<file path="src/ddc_pkg.sv">
// Summary of operation
// - Bit 28 enables channel 1 DMA
// - Bit 12 enables channel 0 DMA
// - Width code k gives k+1, clamped 12
// - Noise passes low n shift register bits
// - Triangle sweeps zero to 2^n minus one
// - Wave mode: off, noise, triangle
// - Wave applies only with trigger enabled
// - Source: six timers, line 9, software
// - Source honoured only when trigger enabled
// - Buffer off bit per channel, reset on
// - Power on bit per channel
// - Channel 0 mirrors channel 1 layout
// - Copy on trigger, else copy automatically
// - DMA request on hardware triggers only
// - Wave value added to holding data
package ddc_pkg;
  localparam int DATA_W = 12;
  localparam int ADDR_W = 8;
  localparam int HALF_W = 16;
  localparam logic [7:0] CTRL_OFF  = 8'h00;
  localparam logic [7:0] SWT_OFF   = 8'h04;
  localparam logic [7:0] HOLD0_OFF = 8'h08;
  localparam logic [7:0] HOLD1_OFF = 8'h0c;
  localparam logic [7:0] OUT0_OFF  = 8'h10;
  localparam logic [7:0] OUT1_OFF  = 8'h14;
  localparam logic [31:0] CTRL_RESET = 32'h0000_0000;
  localparam logic [31:0] CTRL_WMASK = 32'h1fff_1fff;
  localparam int POWER_BIT = 0;
  localparam int BUFOFF_BIT = 1;
  localparam int TRIG_BIT  = 2;
  localparam int SRC_LSB   = 3;
  localparam int MODE_LSB  = 6;
  localparam int WIDTH_LSB = 8;
  localparam int DMA_BIT   = 12;
  localparam logic [2:0] SRC_SW = 3'h7;
  localparam logic [1:0] MODE_OFF = 2'h0;
  localparam logic [1:0] MODE_NOISE = 2'h1;
  localparam logic [3:0] WIDTH_MAX_CODE = 4'hb;
  localparam logic [11:0] LFSR_SEED = 12'haaa;
  localparam logic [11:0] LFSR_TAPS = 12'h829;
  localparam logic [11:0] ALL_ONES = 12'hfff;
  localparam logic [11:0] DATA_ZERO = 12'h000;

  typedef enum logic {ddc_rise, ddc_fall} ddc_dir_t;

  // Mask of low n bits; also the triangle peak
  function automatic logic [11:0] wave_mask(input logic [3:0] code);
    logic [3:0] c;
    c = (code >= WIDTH_MAX_CODE) ? WIDTH_MAX_CODE : code;
    wave_mask = ALL_ONES >> (4'hb - c);
  endfunction : wave_mask

  function automatic logic [15:0] ch_half(input logic [31:0] w,
                                          input logic       ch);
    ch_half = ch ? w[31:16] : w[15:0];
  endfunction : ch_half
endpackage : ddc_pkg

</file>
<file path="src/ddc_top.sv">
`timescale 1ns/100ps
module ddc_top (
  // Clock and reset
  input  wire logic        ref_clk,
  input  wire logic        sys_rst,
  // Wishbone slave
  input  wire logic [7:0]  wb_adr_i,
  input  wire logic [31:0] wb_dat_i,
  input  wire logic [3:0]  wb_sel_i,
  input  wire logic        wb_we_i,
  input  wire logic        wb_cyc_i,
  input  wire logic        wb_stb_i,
  output logic      [31:0] wb_dat_o,
  output logic             wb_ack_o,
  // Trigger inputs
  input  wire logic [5:0]  timer_trigger_out,
  input  wire logic        external_interrupt_line,
  // Converter side
  output logic      [11:0] ch0_output_data,
  output logic      [11:0] ch1_output_data,
  output logic             ch0_power_on,
  output logic             ch1_power_on,
  output logic             ch0_buffer_off,
  output logic             ch1_buffer_off,
  // DMA requests
  output logic             ch0_dma_req,
  output logic             ch1_dma_req
);
  // Control word and holding data
  logic [31:0] converter_control;
  logic [11:0] hold0;
  logic [11:0] hold1;
  logic [1:0]  sw_pulse;
  logic [6:0]  hw_prev;

  // Bus decode
  logic        bus_req;
  logic        wr_go;
  logic        rd_go;
  logic [31:0] byte_mask;
  logic        hit_ctrl;
  logic        hit_swt;
  logic        hit_hold0;
  logic        hit_hold1;
  logic        hit_out0;
  logic        hit_out1;
  logic [31:0] rd_mux;
  logic [31:0] next_ctrl;
  logic [31:0] hold0_word;
  logic [31:0] hold1_word;
  logic [31:0] next_hold0;
  logic [31:0] next_hold1;

  assign bus_req = wb_cyc_i && wb_stb_i;
  assign wr_go = bus_req && wb_we_i && wb_ack_o;
  assign rd_go = bus_req && !wb_we_i && !wb_ack_o;
  assign byte_mask = {{8{wb_sel_i[3]}}, {8{wb_sel_i[2]}},
                      {8{wb_sel_i[1]}}, {8{wb_sel_i[0]}}};
  assign hit_ctrl  = (wb_adr_i == ddc_pkg::CTRL_OFF);
  assign hit_swt   = (wb_adr_i == ddc_pkg::SWT_OFF);
  assign hit_hold0 = (wb_adr_i == ddc_pkg::HOLD0_OFF);
  assign hit_hold1 = (wb_adr_i == ddc_pkg::HOLD1_OFF);
  assign hit_out0  = (wb_adr_i == ddc_pkg::OUT0_OFF);
  assign hit_out1  = (wb_adr_i == ddc_pkg::OUT1_OFF);

  // Reserved bits never store, so they read back zero
  assign next_ctrl = (converter_control & ~byte_mask) |
                     (wb_dat_i & byte_mask & ddc_pkg::CTRL_WMASK);
  assign hold0_word = {20'h00000, hold0};
  assign hold1_word = {20'h00000, hold1};
  assign next_hold0 = (hold0_word & ~byte_mask) | (wb_dat_i & byte_mask);
  assign next_hold1 = (hold1_word & ~byte_mask) | (wb_dat_i & byte_mask);

  // Unmapped addresses still answer, reading zero
  assign rd_mux = hit_ctrl  ? converter_control :
                  hit_hold0 ? hold0_word :
                  hit_hold1 ? hold1_word :
                  hit_out0  ? {20'h00000, ch0_output_data} :
                  hit_out1  ? {20'h00000, ch1_output_data} :
                  32'h0000_0000;

  always_ff @(posedge ref_clk or posedge sys_rst) begin
    if (sys_rst) begin
      wb_ack_o <= 1'b0;
    end else begin
      wb_ack_o <= bus_req && !wb_ack_o;
    end
  end

  always_ff @(posedge ref_clk or posedge sys_rst) begin
    if (sys_rst) begin
      wb_dat_o <= 32'h0000_0000;
    end else if (rd_go) begin
      wb_dat_o <= rd_mux;
    end
  end

  always_ff @(posedge ref_clk or posedge sys_rst) begin
    if (sys_rst) begin
      converter_control <= ddc_pkg::CTRL_RESET;
    end else if (wr_go && hit_ctrl) begin
      converter_control <= next_ctrl;
    end
  end

  always_ff @(posedge ref_clk or posedge sys_rst) begin
    if (sys_rst) begin
      hold0 <= ddc_pkg::DATA_ZERO;
      hold1 <= ddc_pkg::DATA_ZERO;
    end else if (wr_go) begin
      if (hit_hold0) begin
        hold0 <= next_hold0[11:0];
      end
      if (hit_hold1) begin
        hold1 <= next_hold1[11:0];
      end
    end
  end

  // Software trigger bits clear themselves after one cycle
  always_ff @(posedge ref_clk or posedge sys_rst) begin
    if (sys_rst) begin
      sw_pulse <= 2'h0;
    end else begin
      sw_pulse <= (wr_go && hit_swt && wb_sel_i[0]) ?
                  wb_dat_i[1:0] : 2'h0;
    end
  end

  // Edge detect so a held-high trigger fires once
  always_ff @(posedge ref_clk or posedge sys_rst) begin
    if (sys_rst) begin
      hw_prev <= 7'h00;
    end else begin
      hw_prev <= {external_interrupt_line, timer_trigger_out};
    end
  end

  // Per-channel field view
  logic [15:0] half0;
  logic [15:0] half1;
  logic [6:0]  hw_rise;

  assign half0 = ddc_pkg::ch_half(converter_control, 1'b0);
  assign half1 = ddc_pkg::ch_half(converter_control, 1'b1);
  assign hw_rise = {external_interrupt_line, timer_trigger_out} &
                   ~hw_prev;

  // Channel 0 controls
  logic        c0_trig_on;
  logic [2:0]  c0_src;
  logic [1:0]  c0_mode;
  logic [3:0]  c0_width;
  logic        c0_dma_on;
  logic [7:0]  c0_srcs;
  logic        c0_event;
  logic        c0_hw_event;
  logic [1:0]  c0_eff_mode;
  logic [11:0] c0_wave;
  logic [11:0] c0_sum;

  assign c0_trig_on = half0[ddc_pkg::TRIG_BIT];
  assign c0_src     = half0[ddc_pkg::SRC_LSB +: 3];
  assign c0_mode    = half0[ddc_pkg::MODE_LSB +: 2];
  assign c0_width   = half0[ddc_pkg::WIDTH_LSB +: 4];
  assign c0_dma_on  = half0[ddc_pkg::DMA_BIT];
  assign c0_srcs    = {sw_pulse[0], hw_rise};
  assign c0_event   = c0_trig_on && c0_srcs[c0_src];
  assign c0_hw_event = c0_event && (c0_src != ddc_pkg::SRC_SW);
  assign c0_eff_mode = c0_trig_on ? c0_mode : ddc_pkg::MODE_OFF;
  assign c0_sum = hold0 + c0_wave;

  ddc_wave_gen u_wave0 (
    .ref_clk    (ref_clk),
    .sys_rst    (sys_rst),
    .step       (c0_event),
    .mode       (c0_eff_mode),
    .width_code (c0_width),
    .wave       (c0_wave)
  );

  // Channel 1 controls
  logic        c1_trig_on;
  logic [2:0]  c1_src;
  logic [1:0]  c1_mode;
  logic [3:0]  c1_width;
  logic        c1_dma_on;
  logic [7:0]  c1_srcs;
  logic        c1_event;
  logic        c1_hw_event;
  logic [1:0]  c1_eff_mode;
  logic [11:0] c1_wave;
  logic [11:0] c1_sum;

  assign c1_trig_on = half1[ddc_pkg::TRIG_BIT];
  assign c1_src     = half1[ddc_pkg::SRC_LSB +: 3];
  assign c1_mode    = half1[ddc_pkg::MODE_LSB +: 2];
  assign c1_width   = half1[ddc_pkg::WIDTH_LSB +: 4];
  assign c1_dma_on  = half1[ddc_pkg::DMA_BIT];
  assign c1_srcs    = {sw_pulse[1], hw_rise};
  assign c1_event   = c1_trig_on && c1_srcs[c1_src];
  assign c1_hw_event = c1_event && (c1_src != ddc_pkg::SRC_SW);
  assign c1_eff_mode = c1_trig_on ? c1_mode : ddc_pkg::MODE_OFF;
  assign c1_sum = hold1 + c1_wave;

  ddc_wave_gen u_wave1 (
    .ref_clk    (ref_clk),
    .sys_rst    (sys_rst),
    .step       (c1_event),
    .mode       (c1_eff_mode),
    .width_code (c1_width),
    .wave       (c1_wave)
  );

  // Static outputs mirror control bits
  assign ch0_power_on   = half0[ddc_pkg::POWER_BIT];
  assign ch1_power_on   = half1[ddc_pkg::POWER_BIT];
  assign ch0_buffer_off = half0[ddc_pkg::BUFOFF_BIT];
  assign ch1_buffer_off = half1[ddc_pkg::BUFOFF_BIT];

  // A powered-down channel keeps its last output value
  always_ff @(posedge ref_clk or posedge sys_rst) begin
    if (sys_rst) begin
      ch0_output_data <= ddc_pkg::DATA_ZERO;
    end else if (ch0_power_on) begin
      if (!c0_trig_on) begin
        ch0_output_data <= hold0;
      end else if (c0_event) begin
        ch0_output_data <= c0_sum;
      end
    end
  end

  always_ff @(posedge ref_clk or posedge sys_rst) begin
    if (sys_rst) begin
      ch1_output_data <= ddc_pkg::DATA_ZERO;
    end else if (ch1_power_on) begin
      if (!c1_trig_on) begin
        ch1_output_data <= hold1;
      end else if (c1_event) begin
        ch1_output_data <= c1_sum;
      end
    end
  end

  always_ff @(posedge ref_clk or posedge sys_rst) begin
    if (sys_rst) begin
      ch0_dma_req <= 1'b0;
      ch1_dma_req <= 1'b0;
    end else begin
      ch0_dma_req <= c0_hw_event && c0_dma_on;
      ch1_dma_req <= c1_hw_event && c1_dma_on;
    end
  end
endmodule : ddc_top

</file>
<file path="src/ddc_wave_gen.sv">
`timescale 1ns/100ps
module ddc_wave_gen (
  // Clock and reset
  input  wire logic        ref_clk,
  input  wire logic        sys_rst,
  // Control
  input  wire logic        step,
  input  wire logic [1:0]  mode,
  input  wire logic [3:0]  width_code,
  // Wave value
  output logic      [11:0] wave
);
  logic [11:0]    lfsr;
  logic [11:0]    tri_cnt;
  ddc_pkg::ddc_dir_t dir;
  logic [11:0]    mask;
  logic           fb;
  logic           noise_sel;
  logic           tri_sel;
  logic [11:0]    next_lfsr;

  assign mask = ddc_pkg::wave_mask(width_code);
  assign fb = ^(lfsr & ddc_pkg::LFSR_TAPS);
  assign next_lfsr = {lfsr[10:0], fb};
  assign noise_sel = (mode == ddc_pkg::MODE_NOISE);
  assign tri_sel = mode[1];
  assign wave = noise_sel ? (lfsr & mask) :
                tri_sel   ? tri_cnt : ddc_pkg::DATA_ZERO;

  always_ff @(posedge ref_clk or posedge sys_rst) begin
    if (sys_rst) begin
      lfsr <= ddc_pkg::LFSR_SEED;
    end else if (step && noise_sel) begin
      lfsr <= next_lfsr;
    end
  end

  // Peak equals the width mask; a shrunk width walks down first
  always_ff @(posedge ref_clk or posedge sys_rst) begin
    if (sys_rst) begin
      tri_cnt <= ddc_pkg::DATA_ZERO;
      dir     <= ddc_pkg::ddc_rise;
    end else if (step && tri_sel) begin
      case (dir)
        ddc_pkg::ddc_rise: begin
          if (tri_cnt >= mask) begin
            dir     <= ddc_pkg::ddc_fall;
            tri_cnt <= tri_cnt - 12'h001;
          end else begin
            tri_cnt <= tri_cnt + 12'h001;
          end
        end
        ddc_pkg::ddc_fall: begin
          if (tri_cnt == ddc_pkg::DATA_ZERO) begin
            dir     <= ddc_pkg::ddc_rise;
            tri_cnt <= tri_cnt + 12'h001;
          end else begin
            tri_cnt <= tri_cnt - 12'h001;
          end
        end
        default: begin
          dir <= ddc_pkg::ddc_rise;
        end
      endcase
    end
  end
endmodule : ddc_wave_gen

</file>
<file path="config.mk">
export PLATFORM = sky130hd
export DESIGN_NAME = ddc_top
export DESIGN_NICKNAME = d
export VERILOG_FILES = /design/src/ddc_pkg.sv /design/src/ddc_top.sv /design/src/ddc_wave_gen.sv
export SDC_FILE = /design/constraint.sdc
export NUM_CORES = 1
export LEC_CHECK = 0
export ABC_AREA = 1
export BUFFER_PORTS_ARGS = -buffer_cell sky130_fd_sc_hd__buf_2
export CAP_MARGIN = 20
export CORE_MARGIN = 4
export CORE_UTILIZATION = 41
export DETAILED_ROUTE_END_ITERATION = 7
export GPL_TIMING_DRIVEN = 0
export PLACE_DENSITY = 0.59
export SLEW_MARGIN = 20
export SYNTH_ARGS = -nofsm -noshare
export SYNTH_HDL_FRONTEND = slang
export SYNTH_SLANG_ARGS = --single-unit
export TNS_END_PERCENT = 1
</file>
<file path="constraint.sdc">
create_clock -name ref_clk -period 11.6 [get_ports ref_clk]
set_input_delay 0.58 -clock ref_clk [delete_from_list [all_inputs] [get_ports ref_clk]]
set_output_delay 0.58 -clock ref_clk [all_outputs]
set_load 0.01 [all_outputs]
</file>
Yosys cells after proc, flatten, opt, wreduce, memory -nomap -nowiden
Cells that the tools add are included.
Widths: inputs -> output; s select.

operators by class
  $lt $le $gt $ge = 6
  equal/unequal tests = 11
  add/sub/neg operators = 8
  shifts and indexed selects = 2
  reduce and logical (&&, ||, !) cells = 30
  muxes and demuxes = 34
  bitwise operators = 14

operators by type and width
  cell                   number
  $mux 12                16
  $and 12x12->12         4
  $pmux 12 s2            2
  $and 32x32->32         1
  $mux 32                1
  $not 32->32            1
  $or 32x29->32          1
  $and 29x29->29         1
  $add 12x1->12 const B  2
  $add 12x12->12         2
  $ge 12x12->1           2
  $logic_not 12->1       2
  $or 12x12->12          2
  $reduce_xor 12->1      2
  $shr 12x4->12 const A  2
  $sub 12x1->12 const B  2
  $logic_and 1x1->1      19
  $eq 8x4->1 const B     2
  $eq 8x5->1 const B     2
  $eq 8x3->1 const B     1
  $ge 4x4->1 const B     2
  $logic_not 8->1        1
  $lt 3x4->1 const B     2
  $mux 4                 2
  13 further kinds       31

word-level totals
  output and inout bits = 63
  bits of input ports = 56
  register bits after elaboration = 174

Logic depth before layout (Yosys ltp)
Gate-level depths: netlist of the first run.

  depth after elaboration = 9
  depth in mapped cells = 19
  gate-level depth less buffers = 18

Cells and area by module
A second synthesis of the first run with hierarchy kept.

unflattened totals
  cells, all modules = 1556
  area total of the unflattened synthesis = 11268.3 µm²

by module, submodules not included
  module                  sequential area each (µm²)  cells an instance  instances  area an instance (µm²)
  ddc_top                 3103.0                      903                1          6771.5
  ddc_wave_gen (u_wave0)  633.1                       329                1          2254.7
  ddc_wave_gen (u_wave1)  633.1                       324                1          2242.2

Worst setup path after synthesis of the first run
No wires, ideal clock.

  kind = register -> register
  start = register (tool-made name)
  end = register ch1_output_data[4]
  buffers on the path = 1
  slack = 9248 ps
  setup time = 118 ps
  cell stages (with the launch flop) = 13
  data arrival time = 2235 ps
  data required time = 11482 ps
  cells stage by stage = dfrtp_1 -> nand3_1 -> clkbuf_1 -> o22ai_1 -> ha_1 -> fa_1 -> nand3_1 -> nand2_1 -> or2_2 -> nand3_1 -> nand2_1 -> nand2_1 -> nand2_1

RTL lines
  what                  line            source
  to (signal assigned)  ddc_top.sv:236  ch1_output_data <= ddc_pkg::DATA_ZERO;
  to (signal assigned)  ddc_top.sv:239  ch1_output_data <= hold1;
  to (signal assigned)  ddc_top.sv:241  ch1_output_data <= c1_sum;
  to (decl)             ddc_top.sv:20   output logic [11:0] ch1_output_data,

==> reports/results.ini, run 1 <==
[outcome]
outcome = finished, final reports clean

[floorplan]
die_width_um = 171
floorplan.die_area_um2 = 29200
core.rowCount = 59
die_height_um = 171
start_util_pct = 41.8
ioPinCount = 119
core_area_um2 = 26100

[synth]
synth_enable_flop_cells = 0
synth.top_cells.by_area = dfrtp_1 (37%), nand2_1 (16%), ha_1 (6.2%)
post-synth-top-area-cell = dfrtp_1
synth.distinct_cells = 50
mappedNetlistArea_um2 = 10900
synth_top_family_by_area = simple AND/OR/NAND/NOR gates
synth_top_cells_by_count = nand2_1 (470), inv_1 (170), dfrtp_1 (162)
syn-instance-count = 1482
postSynth.asyncResetShare_pct = 100
ys_dominant_reg_cell = dfrtp_1
post-synth-top-count-cell = nand2_1
synth-seq-area-share_pct = 40.1
synth_adder_area_share_pct = 6.58
synth.yosys.warnings = 0
synth.mux.area_fraction_pct = 0
proportion_of_netlist_area_held_by_the_largest_area_contributor_pct = 37.2
post_synth.cell_area_avg_um2 = 7.34
synth_compound_gate_area_share_pct = 11.7
xor_xnor_fraction_of_synth_area_pct = 3.70
ys_ff_latch = 174
simple_gate_share_of_the_synthesized_area_pct = 29.5

[placement]
detailedPlace.worstSlack_ps = 8580
port-buffer-count = 112
routabilityCongestion = 0.924
hpwlAfterDp_um = 26400

[routing]
remaining_number_of_nets_flagged_by_the_antenna_check_after_routing = 0
num_vias = 10200
viasPerCell = 5.21
drc = 0
post_drt_wl_per_cell_um = 17.0
routed_wl_um = 33400
drtIter0Drc = 901
drt_first_pass_iters = 5

[worst_setup_path]
timing.critical_path.mode_cell = nand3_1
worstPathCellList = nand3_1 -> clkbuf_1 -> o32ai_1 -> ha_1 -> nand2_1 -> inv_1 -> a21oi_1 -> and2_1 -> nand3_1 -> nand3_1 -> nand2_1 -> nand3_1 -> nand2_1
startpoint_to_endpoint_class_of_the_critical_path = reg2reg
cp-end-kind = flip-flop
worstPathRequired_ps = 11940
worst_path_dominant_cell_family = compound AO/OA/AOI/OAI gates
worstSetupStartpointType = flip-flop
path_buf_inv = 2
critical_path.slowest_cell = o32ai_1
worst-r2r-cell-count = 13
worst-endpoint-arrival_ps = 3410
endpoint = ch1_output_data[11]
worstPathMaxFanout = 10
cpPeakStageDelay_ps = 710
reg2reg_setup_slack_ps = 8530
r2r_path_end = ch1_output_data[11]
critical_path_depth = 13

[timing]
maxClockFrequency_mhz = 326
final.setup_skew_ps = 12.7
setup_tns_ps = 0
worst_slack_setup_final_ps = 8530
rsz0062_at_grt = false
period_utilisation_layout_pct = 26.5
finalSetupViolCount = 0
finalMaxSlewViolations = 0
tightestPinTransition_ps = 768
max-slew-margin-rel_pct = 48.8
timing.final.hold_violations = 0
finalCriticalPeriod_ps = 3070

[clock_tree]
cts.sink_count = 174
cts_buffer_depth = 2
tritoncts = done
cts_hold_buffers = 0
post-cts-setup-buffer-count = 0
postCtsResizedCells = 0
numCtsBuffers = 17
worst_skew_pair.late_latency_ps = 440
cts.htree.levels = 4
cts.clk_slew.worst_paths_ps = 80
clockRootBuffer = clkbuf_16

[min_path]
worstHoldPathType = in2async

[finish]
syn2layout_area_growth_pct = 15.2
nets = 1727
layout-drive-gt1-share_pct = 13.3
num-fill-cells = 2609
n_antenna_cell = 0

[pwr]
leakage_nw = 6.76
vdd.ir_drop.worst_mv = 0.0632
powerDensity_nw_per_um2 = 105

[grt]
antenna_found_initial = 0
grt_start_max_net_pins = 91
overflow = 0
globalRouteTotalUtil_pct = 23.4
wire_length_of_the_first_global_routing_pass_um = 53500
grt_pass1_vias = 9657

[job]
max_cap_violations = 0

stage by stage:
step | cell area [µm²] | instances | hold slack [ps] | utilization [%] | power, W
after floorplan | 10900 | 1483 | 442 | - | 0.000682
after global placement | 11900 | 1930 | 460 | 45.5 | 0.000715
after detailed placement | 11900 | 1931 | 457 | 45.7 | 0.000717
after CTS | 12500 | 1963 | 237 | 48.1 | 0.00133
after global routing | 12500 | 1963 | 237 | 48.1 | 0.00137
final | 12500 | 1963 | 232 | 48.1 | 0.00132
final cells by class:
type / instances / area, µm² / area share, %
Multi-Input combinational cell: 1083 / 5620 / 44.8
Buffer: 48 / 231 / 1.85
Timing Repair Buffer: 113 / 588 / 4.69
Sequential cell: 174 / 4370 / 34.8
Clock inverter: 15 / 213 / 1.70
Clock buffer: 17 / 425 / 3.39
Inverter: 178 / 677 / 5.40
Tap cell: 335 / 419 / 3.34
cell usage in the layout, fill, tap and decap left out, types with 3 or more instances in the layout:
| cell | netlist | final |
|---|---|---|
| a21o_1 | 3 | 3 |
| a21oi_1 | 65 | 65 |
| and2_1 | 4 | 4 |
| buf_2 | 21 | 133 |
| buf_6 | 3 | 3 |
| clkbuf_1 | 21 | 21 |
| clkbuf_16 | 0 | 17 |
| clkinv_1 | 3 | 3 |
| clkinv_8 | 0 | 7 |
| dfrtp_1 | 162 | 162 |
| dfstp_2 | 12 | 12 |
| ha_1 | 54 | 54 |
| inv_1 | 170 | 169 |
| inv_2 | 4 | 4 |
| inv_6 | 0 | 5 |
| nand2_1 | 470 | 470 |
| nand2_2 | 5 | 5 |
| nand2_4 | 3 | 3 |
| nand3_1 | 119 | 119 |
| nand4_1 | 30 | 30 |
| nor2_1 | 103 | 103 |
| nor2_4 | 3 | 3 |
| nor3_1 | 6 | 6 |
| o211ai_1 | 12 | 12 |
| o21a_1 | 4 | 4 |
| o21ai_0 | 94 | 94 |
| o21ai_1 | 13 | 13 |
| o21ai_2 | 7 | 7 |
| o32ai_1 | 16 | 16 |
| xnor2_1 | 8 | 8 |
| xor2_1 | 38 | 38 |
cells by family after synthesis:
kind of cell | Yosys count
fa+ha+maj | 56
flops | 174
other cells | 1
compound gates | 223
buf+inv | 226
simple gates | 756
xor+xnor | 46
worst min-delay path by stage:
stage,to,cells after the start
floorplan,u_wave0.lfsr[0],1
detailed placement,u_wave0.lfsr[0],1
CTS,hw_prev[6],1
global placement,wb_dat_o[4],2
finish,converter_control[15],2
global route,hw_prev[6],1
power breakdown:
group | switching, W | internal (W)
combinational | 0.0000590 | 0.0000276
clock | 0.000298 | 0.000315
sequential | 0.00000500 | 0.000612
total | 0.000362 | 0.000955
metal layers:
metal  GRT usage [%]  part of all wire (%)
met1            34.4                    48
met2            36.6                    45
met3            3.60                   5.8
met4            5.20                   1.3
met5               0                     0
Note: power is estimated with default switching activity, not from simulation.
==> run 2: changes to the inputs <==
- ABC_AREA: 1 -> 0
- PLACE_DENSITY: 0.59 -> 0.62
- clock period: 11.6 -> 2.8 ns (I/O delays scaled with it)
==> run 2 against run 1 <==
Against the previous run:
- the run now ends with setup timing left
- core utilization up 5.0 points
- largest power group is now the clock network
- via count down 16%
- synthesized cell count down 31%
- global-route usage down 1.7 points
- final area up 2.7%
- fmax up 6.5%
- total power rose to 4.3 times the previous value
==> reports/results.ini, run 2 <==
[floorplan]
die_height_um = 165  ; -3.5%
ioPinCount = 119  ; unchanged
floorplan.die_area_um2 = 27200  ; -6.9%
core.rowCount = 57  ; -3.4%
start_util_pct = 41.6  ; -0.13 points
core_area_um2 = 24200  ; -6.9%
die_width_um = 165  ; -3.5%

[synth]
syn-instance-count = 1021  ; -31%
ys_dominant_reg_cell = dfrtp_1
synth-seq-area-share_pct = 43.3  ; +3.1 points
postSynth.asyncResetShare_pct = 100  ; unchanged
synth.distinct_cells = 65  ; +30%
synth.top_cells.by_area = dfrtp_1 (40%), mux2_2 (7.4%), ha_1 (6.7%)
synth.yosys.warnings = 0  ; unchanged
post_synth.cell_area_avg_um2 = 9.89  ; +35%
post-synth-top-area-cell = dfrtp_1
synth_enable_flop_cells = 0  ; unchanged
synth_top_cells_by_count = dfrtp_1 (162), nand2_1 (121), mux2_2 (66)
ys_ff_latch = 174  ; unchanged
mappedNetlistArea_um2 = 10100  ; -7.2%
post-synth-top-count-cell = dfrtp_1
proportion_of_netlist_area_held_by_the_largest_area_contributor_pct = 40.1  ; +2.9 points

[worst_setup_path]
path_buf_inv = 2  ; unchanged
worstSetupStartpointType = flip-flop
cpPeakStageDelay_ps = 490  ; -220 ps
worstPathMaxFanout = 7  ; -3
worst_path_dominant_cell_family = compound AO/OA/AOI/OAI gates
startpoint_to_endpoint_class_of_the_critical_path = reg2reg
worstPathRequired_ps = 3160  ; -8780 ps
critical_path.slowest_cell = or4b_4
worst-endpoint-arrival_ps = 3240  ; -170 ps
worstPathCellList = and3b_2 -> clkinv_4 -> o31ai_4 -> ha_4 -> buf_12 -> a211oi_4 -> o21ai_2 -> a21oi_2 -> or4b_4 -> a21o_1 -> a31oi_1
cp-end-kind = flip-flop

[routing]
highest_metal_used = met4
routed-wl-met2_um = 13200  ; -12%
drt_first_pass_iters = 5  ; unchanged
routed_wl_um = 29500  ; -12%
routedLengthMet1_um = 13900  ; -13%
wl_met3_um = 2140  ; +10%
drtIter0Drc = 653  ; -28%
post_drt_wl_per_cell_um = 19.2  ; +13%
viasPerCell = 5.62  ; +7.9%
num_vias = 8603  ; -16%
remaining_number_of_nets_flagged_by_the_antenna_check_after_routing = 0  ; unchanged
drc = 0  ; unchanged

[grt]
antenna_found_initial = 0  ; unchanged
overflow = 0  ; unchanged
grt_start_max_net_pins = 33  ; -64%
globalRouteTotalUtil_pct = 21.7  ; -1.7 points
grt_pass1_vias = 8299  ; -14%
wire_length_of_the_first_global_routing_pass_um = 46000  ; -14%

[clock_tree]
numCtsBuffers = 17  ; unchanged
tritoncts = done
cts.clk_slew.worst_paths_ps = 70  ; about the same
cts_buffer_depth = 2  ; unchanged
clockRootBuffer = clkbuf_16
worst_skew_pair.late_latency_ps = 430  ; about the same
cts.sink_count = 174  ; unchanged
cts.htree.levels = 4  ; unchanged

[pwr]
leakage_nw = 5.81  ; -14%
powerDensity_nw_per_um2 = 444  ; +320%
vdd.ir_drop.worst_mv = 0.334  ; +430%

[timing]
finalSetupViolCount = 5  ; +5
period_utilisation_layout_pct = 103  ; +77 points
worst_slack_setup_final_ps = -84.3  ; -8610 ps
max-slew-margin-rel_pct = 37.2  ; -12 points
tightestPinTransition_ps = 943  ; +175 ps
timing.final.hold_violations = 0  ; unchanged
rsz0062_at_grt = true
finalMaxSlewViolations = 0  ; unchanged
setup_tns_ps = -230  ; -230 ps
maxClockFrequency_mhz = 347  ; +6.5%
finalCriticalPeriod_ps = 2880  ; -187 ps
final.setup_skew_ps = 9.92  ; -2.77 ps

[job]
max_cap_violations = 0  ; unchanged

[outcome]
failed_checks = setup timing
outcome = complete, but fails checks

[finish]
n_antenna_cell = 0  ; unchanged
final-instance-count-excl-fill = 1531  ; -22%
nets = 1306  ; -24%
syn2layout_area_growth_pct = 27.5
layout.cells.most_common = dfrtp_1
layout-drive-gt1-share_pct = 28.3  ; +15 points
finalInstanceArea_um2 = 12900  ; +2.7%
final_cell_mix = dfrtp_1 (155), nand2_1 (120), buf_2 (111)

[placement]
routabilityCongestion = 0.927  ; +0.35%
place_area_um2 = 11200  ; -6.0%
post-place-cells = 1462  ; -24%
port-buffer-count = 110  ; -1.8%
hpwlAfterDp_um = 21700  ; -18%
detailedPlace.worstSlack_ps = -1150  ; -9730 ps

[min_path]
worstHoldPathType = in2reg

-- run 2: kinds of logic (layout without fill, tap and decap cells) --
kind of cell	Yosys count	in the layout	share of synthesized area [%]
other	1	2	0.0371
and+or+nand+nor	344	344	16.8
muxes	106	106	11.8
DFF	174	174	43.3
adders and majority gates	56	56	7.09
xor gates and xnor gates	43	43	3.73
AOI/OAI and AO/OA	216	216	14.2
buffers and inverters	81	266	3.10
-- run 2: power breakdown --
group / switching, W / internal, W / leakage (nW)
Combinational: 0.000195 / 0.000141 / 3.17
Clock: 0.00108 / 0.00172 / 0.334
Sequential: 0.0000391 / 0.00255 / 2.31
-- run 2: cell type report --
type	instances	area (µm²)
flip-flops and latches	174	4380
multi-input cells	767	5960
repair buffers	159	1090
fillers	2179	11400
plain buffers	45	229
clock buffers	18	439
clock inverters	14	251
inverters	30	121
well taps	324	405
-- run 2: per-layer routing --
layer  track usage, %  up-vias
li1                 -     4050
met1             32.0     4263
met2             33.4      272
met3             4.77       18
met4             3.71        0
met5                0        -
-- run 2: timing repair --
action,CTS,global route
hold buffers,26,1
resized for setup,92,50
setup buffers,9,7
hold endpoints to repair,49,1
endpoints found under the setup margin,41,35
pin swaps,15,23
-- run 2: final timing paths --
path                                    from             endpoint  slack [ps]  depth (start not counted)
worst max-delay path               flip-flop  ch0_output_data[11]         -80                         11
worst min-delay path             wb_dat_i[7]            flip-flop          30                          2
worst max register to register     flip-flop  ch0_output_data[11]         -80                         11
worst min register to register  wb_dat_o[15]         wb_dat_o[15]         470                          2
max in group asynchronous            sys_rst      u_wave1.lfsr[7]        1500                          6
min in group asynchronous            sys_rst   u_wave0.tri_cnt[2]         300                          3
-- run 2: worst register-to-register path, stage by stage, from the launching register on --
cell,delay (ps)
dfrtp_1,430
and3b_2,320
clkinv_4,130
o31ai_4,420
ha_4,230
buf_12,110
a211oi_4,40
o21ai_2,220
a21oi_2,100
or4b_4,490
a21o_1,170
a31oi_1,150
-- run 2: stage by stage --
stage	power, W	hold WS [ps]	utilization [%]
finish	0.00572	32.5	53.1
CTS	0.00575	0.468	51.9
global route	0.00591	11.7	53.1
global placement	0.00291	262	45.6
floorplan	0.00278	171	-
detailed placement	0.00293	209	46.1
==> run 3: changes to the inputs <==
- CAP_MARGIN: 20 -> default
- clock period: 2.8 -> 2.4 ns (I/O delays scaled with it)
==> run 3 against run 2 <==
Against the previous run:
- the run ends with DRC, setup timing left
- flip-flop and latch count is the same
- wire length grew 0.52%
- highest routed layer unchanged
- critical path type unchanged
- largest cell class unchanged
- die area is the same
- critical endpoint unchanged
- combinational power grew 18%
==> reports/results.ini, run 3 (synthesis results as in run 2) <==
[floorplan]
die_height_um = 165  ; unchanged
core_area_um2 = 24200  ; unchanged
core.rowCount = 57  ; unchanged
floorplan.die_area_um2 = 27200  ; unchanged
ioPinCount = 119  ; unchanged
start_util_pct = 41.6  ; unchanged
die_width_um = 165  ; unchanged

[grt]
grt_start_max_net_pins = 33  ; unchanged
antenna_found_initial = 0  ; unchanged
overflow = 0  ; unchanged
grt_pass1_vias = 8376  ; +0.93%
wire_length_of_the_first_global_routing_pass_um = 46500  ; +1.1%
globalRouteTotalUtil_pct = 21.9  ; +0.21 points

[outcome]
failed_checks = DRC, setup timing
outcome = complete, but fails checks

[finish]
num-fill-cells = 2157  ; -1.0%
nets = 1311  ; +0.38%
syn2layout_area_growth_pct = 28.6
final-instance-count-excl-fill = 1536  ; +0.33%
n_antenna_cell = 0  ; unchanged
layout.cells.most_common = dfrtp_1
final_cell_mix = dfrtp_1 (153), nand2_1 (119), buf_2 (111)
postLayoutCoreUtil_pct = 53.6  ; +0.47 points
layout-drive-gt1-share_pct = 30.2  ; +1.9 points

[timing]
maxClockFrequency_mhz = 348  ; +0.42%
rsz0062_at_grt = true
finalCriticalPeriod_ps = 2870  ; -12.0 ps
max-slew-margin-rel_pct = 38.5  ; +1.4 points
finalSetupViolCount = 42  ; +37
period_utilisation_layout_pct = 120  ; +17 points
tightestPinTransition_ps = 922  ; -20.7 ps
finalMaxSlewViolations = 0  ; unchanged
final.setup_skew_ps = 11.8  ; +1.91 ps
worst_slack_setup_final_ps = -472  ; -388 ps
timing.final.hold_violations = 0  ; unchanged

[clock_tree]
cts.htree.levels = 4  ; unchanged
cts.sink_count = 174  ; unchanged
numCtsBuffers = 17  ; unchanged
cts_buffer_depth = 2  ; unchanged
tritoncts = done
clockRootBuffer = clkbuf_16
worst_skew_pair.late_latency_ps = 430  ; about the same
cts.clk_slew.worst_paths_ps = 70  ; about the same

[min_path]
worstHoldPathType = in2reg
hold_path_startpoint = wb_dat_i[0]
hold-path-cell-count = 2  ; unchanged

[placement]
post-place-cells = 1462  ; unchanged
port-buffer-count = 110  ; unchanged
routabilityCongestion = 0.927  ; unchanged
hpwlAfterDp_um = 21700  ; about the same

[worst_setup_path]
worst-endpoint-arrival_ps = 3230  ; about the same
worstPathCellList = and3b_2 -> clkinv_4 -> o32ai_4 -> ha_4 -> nor3_4 -> nor4_4 -> a21oi_2 -> or4b_4 -> a21o_1 -> a31oi_1
worstPathMaxFanout = 7  ; unchanged
startpoint_to_endpoint_class_of_the_critical_path = reg2reg
cpPeakStageDelay_ps = 490  ; about the same
r2r_path_end = ch0_output_data[11]
cp-end-kind = flip-flop
worstSetupStartpointType = flip-flop
worstPathRequired_ps = 2760  ; -400 ps
reg2reg_setup_slack_ps = -470  ; -390 ps
critical_path.slowest_cell = or4b_4
worst-r2r-cell-count = 10  ; -1

[pwr]
powerDensity_nw_per_um2 = 488  ; +9.9%
leakage_nw = 5.82  ; +0.14%
vdd.ir_drop.worst_mv = 0.420  ; +26%

[routing]
drc = 3  ; +3
drtIter0Drc = 695  ; +6.4%
post_drt_wl_per_cell_um = 19.3  ; +0.19%
drt_first_pass_iters = 8  ; +3
remaining_number_of_nets_flagged_by_the_antenna_check_after_routing = 0  ; unchanged
routed_wl_um = 29600  ; +0.52%
num_vias = 8667  ; +0.74%
viasPerCell = 5.64  ; +0.42%

[job]
max_cap_violations = 0  ; unchanged

==> run 3: report_power, final <==
| part | total (W) | internal [W] | switching [W] |
|---|---|---|---|
| Clock | 0.00293 | 0.00169 | 0.00124 |
| Sequential | 0.00302 | 0.00297 | 0.0000468 |
| Combinational | 0.000397 | 0.000169 | 0.000229 |
==> run 3: worst max path at each step <==
stage                          from                   to  slack [ps]  cells past startpoint
after floorplan           flip-flop  ch0_output_data[11]        -730                     11
final                     flip-flop  ch0_output_data[11]        -470                     10
after CTS                 flip-flop  ch0_output_data[11]        -390                     11
after detailed placement  flip-flop  ch0_output_data[11]       -1570                     11
after global placement    flip-flop   ch0_output_data[7]       -1580                     11
after global routing      flip-flop  ch0_output_data[11]        -570                     11
==> run 3: repair_timing <==
| action | CTS | global route |
|---|---|---|
| endpoints found under the hold margin | 55 | 0 |
| hold buffers | 28 | 0 |
| resized for setup | 149 | 28 |
| endpoints found under the setup margin | 90 | 58 |
| pin swaps | 43 | 14 |
| gates cloned | 0 | 0 |
| setup buffers | 16 | 4 |
==> run 3: layout make-up <==
type	instances	area, µm²	area share, %
well taps	324	405	3.12
clock inverters	14	178	1.37
flip-flops and latches	174	4380	33.7
inverters	30	121	0.934
clock buffers	18	439	3.38
multi-input cells	767	6090	46.9
repair buffers	164	1110	8.53
plain buffers	45	270	2.08
==> run 3: metal layers <==
layer	vias up	wire length (µm)	GRT usage (%)
met2	308	13100	34.1
met4	0	332	3.59
li1	4071	-	-
met1	4251	14000	32.2
met3	37	2180	4.52
met5	-	0	0
==> run 3: through the flow <==
step / TNS, ps / total power [W] / setup WS [ps] / area (µm²) / hold WS (ps)
3_3_place_gp: -231250 / 0.00339 / -1580 / 11100 / 242
6_report: -8250 / 0.00634 / -472 / 13000 / 20.5
4_1_cts: -8020 / 0.00639 / -388 / 12800 / 7.61
5_1_grt: -14750 / 0.00657 / -570 / 13000 / 13.5
3_5_place_dp: -50160 / 0.00342 / -1570 / 11200 / 190
2_1_floorplan: -9660 / 0.00325 / -732 / 10100 / 151
==> run 3: worst max-delay path, delay by kind of cell, from the launching register on <==
kind	cells	cell delay, ps
adders and majority gates	1	240
AOI/OAI and AO/OA	4	820
and+or+nand+nor	4	1210
buffers and inverters	1	130
DFF	1	410
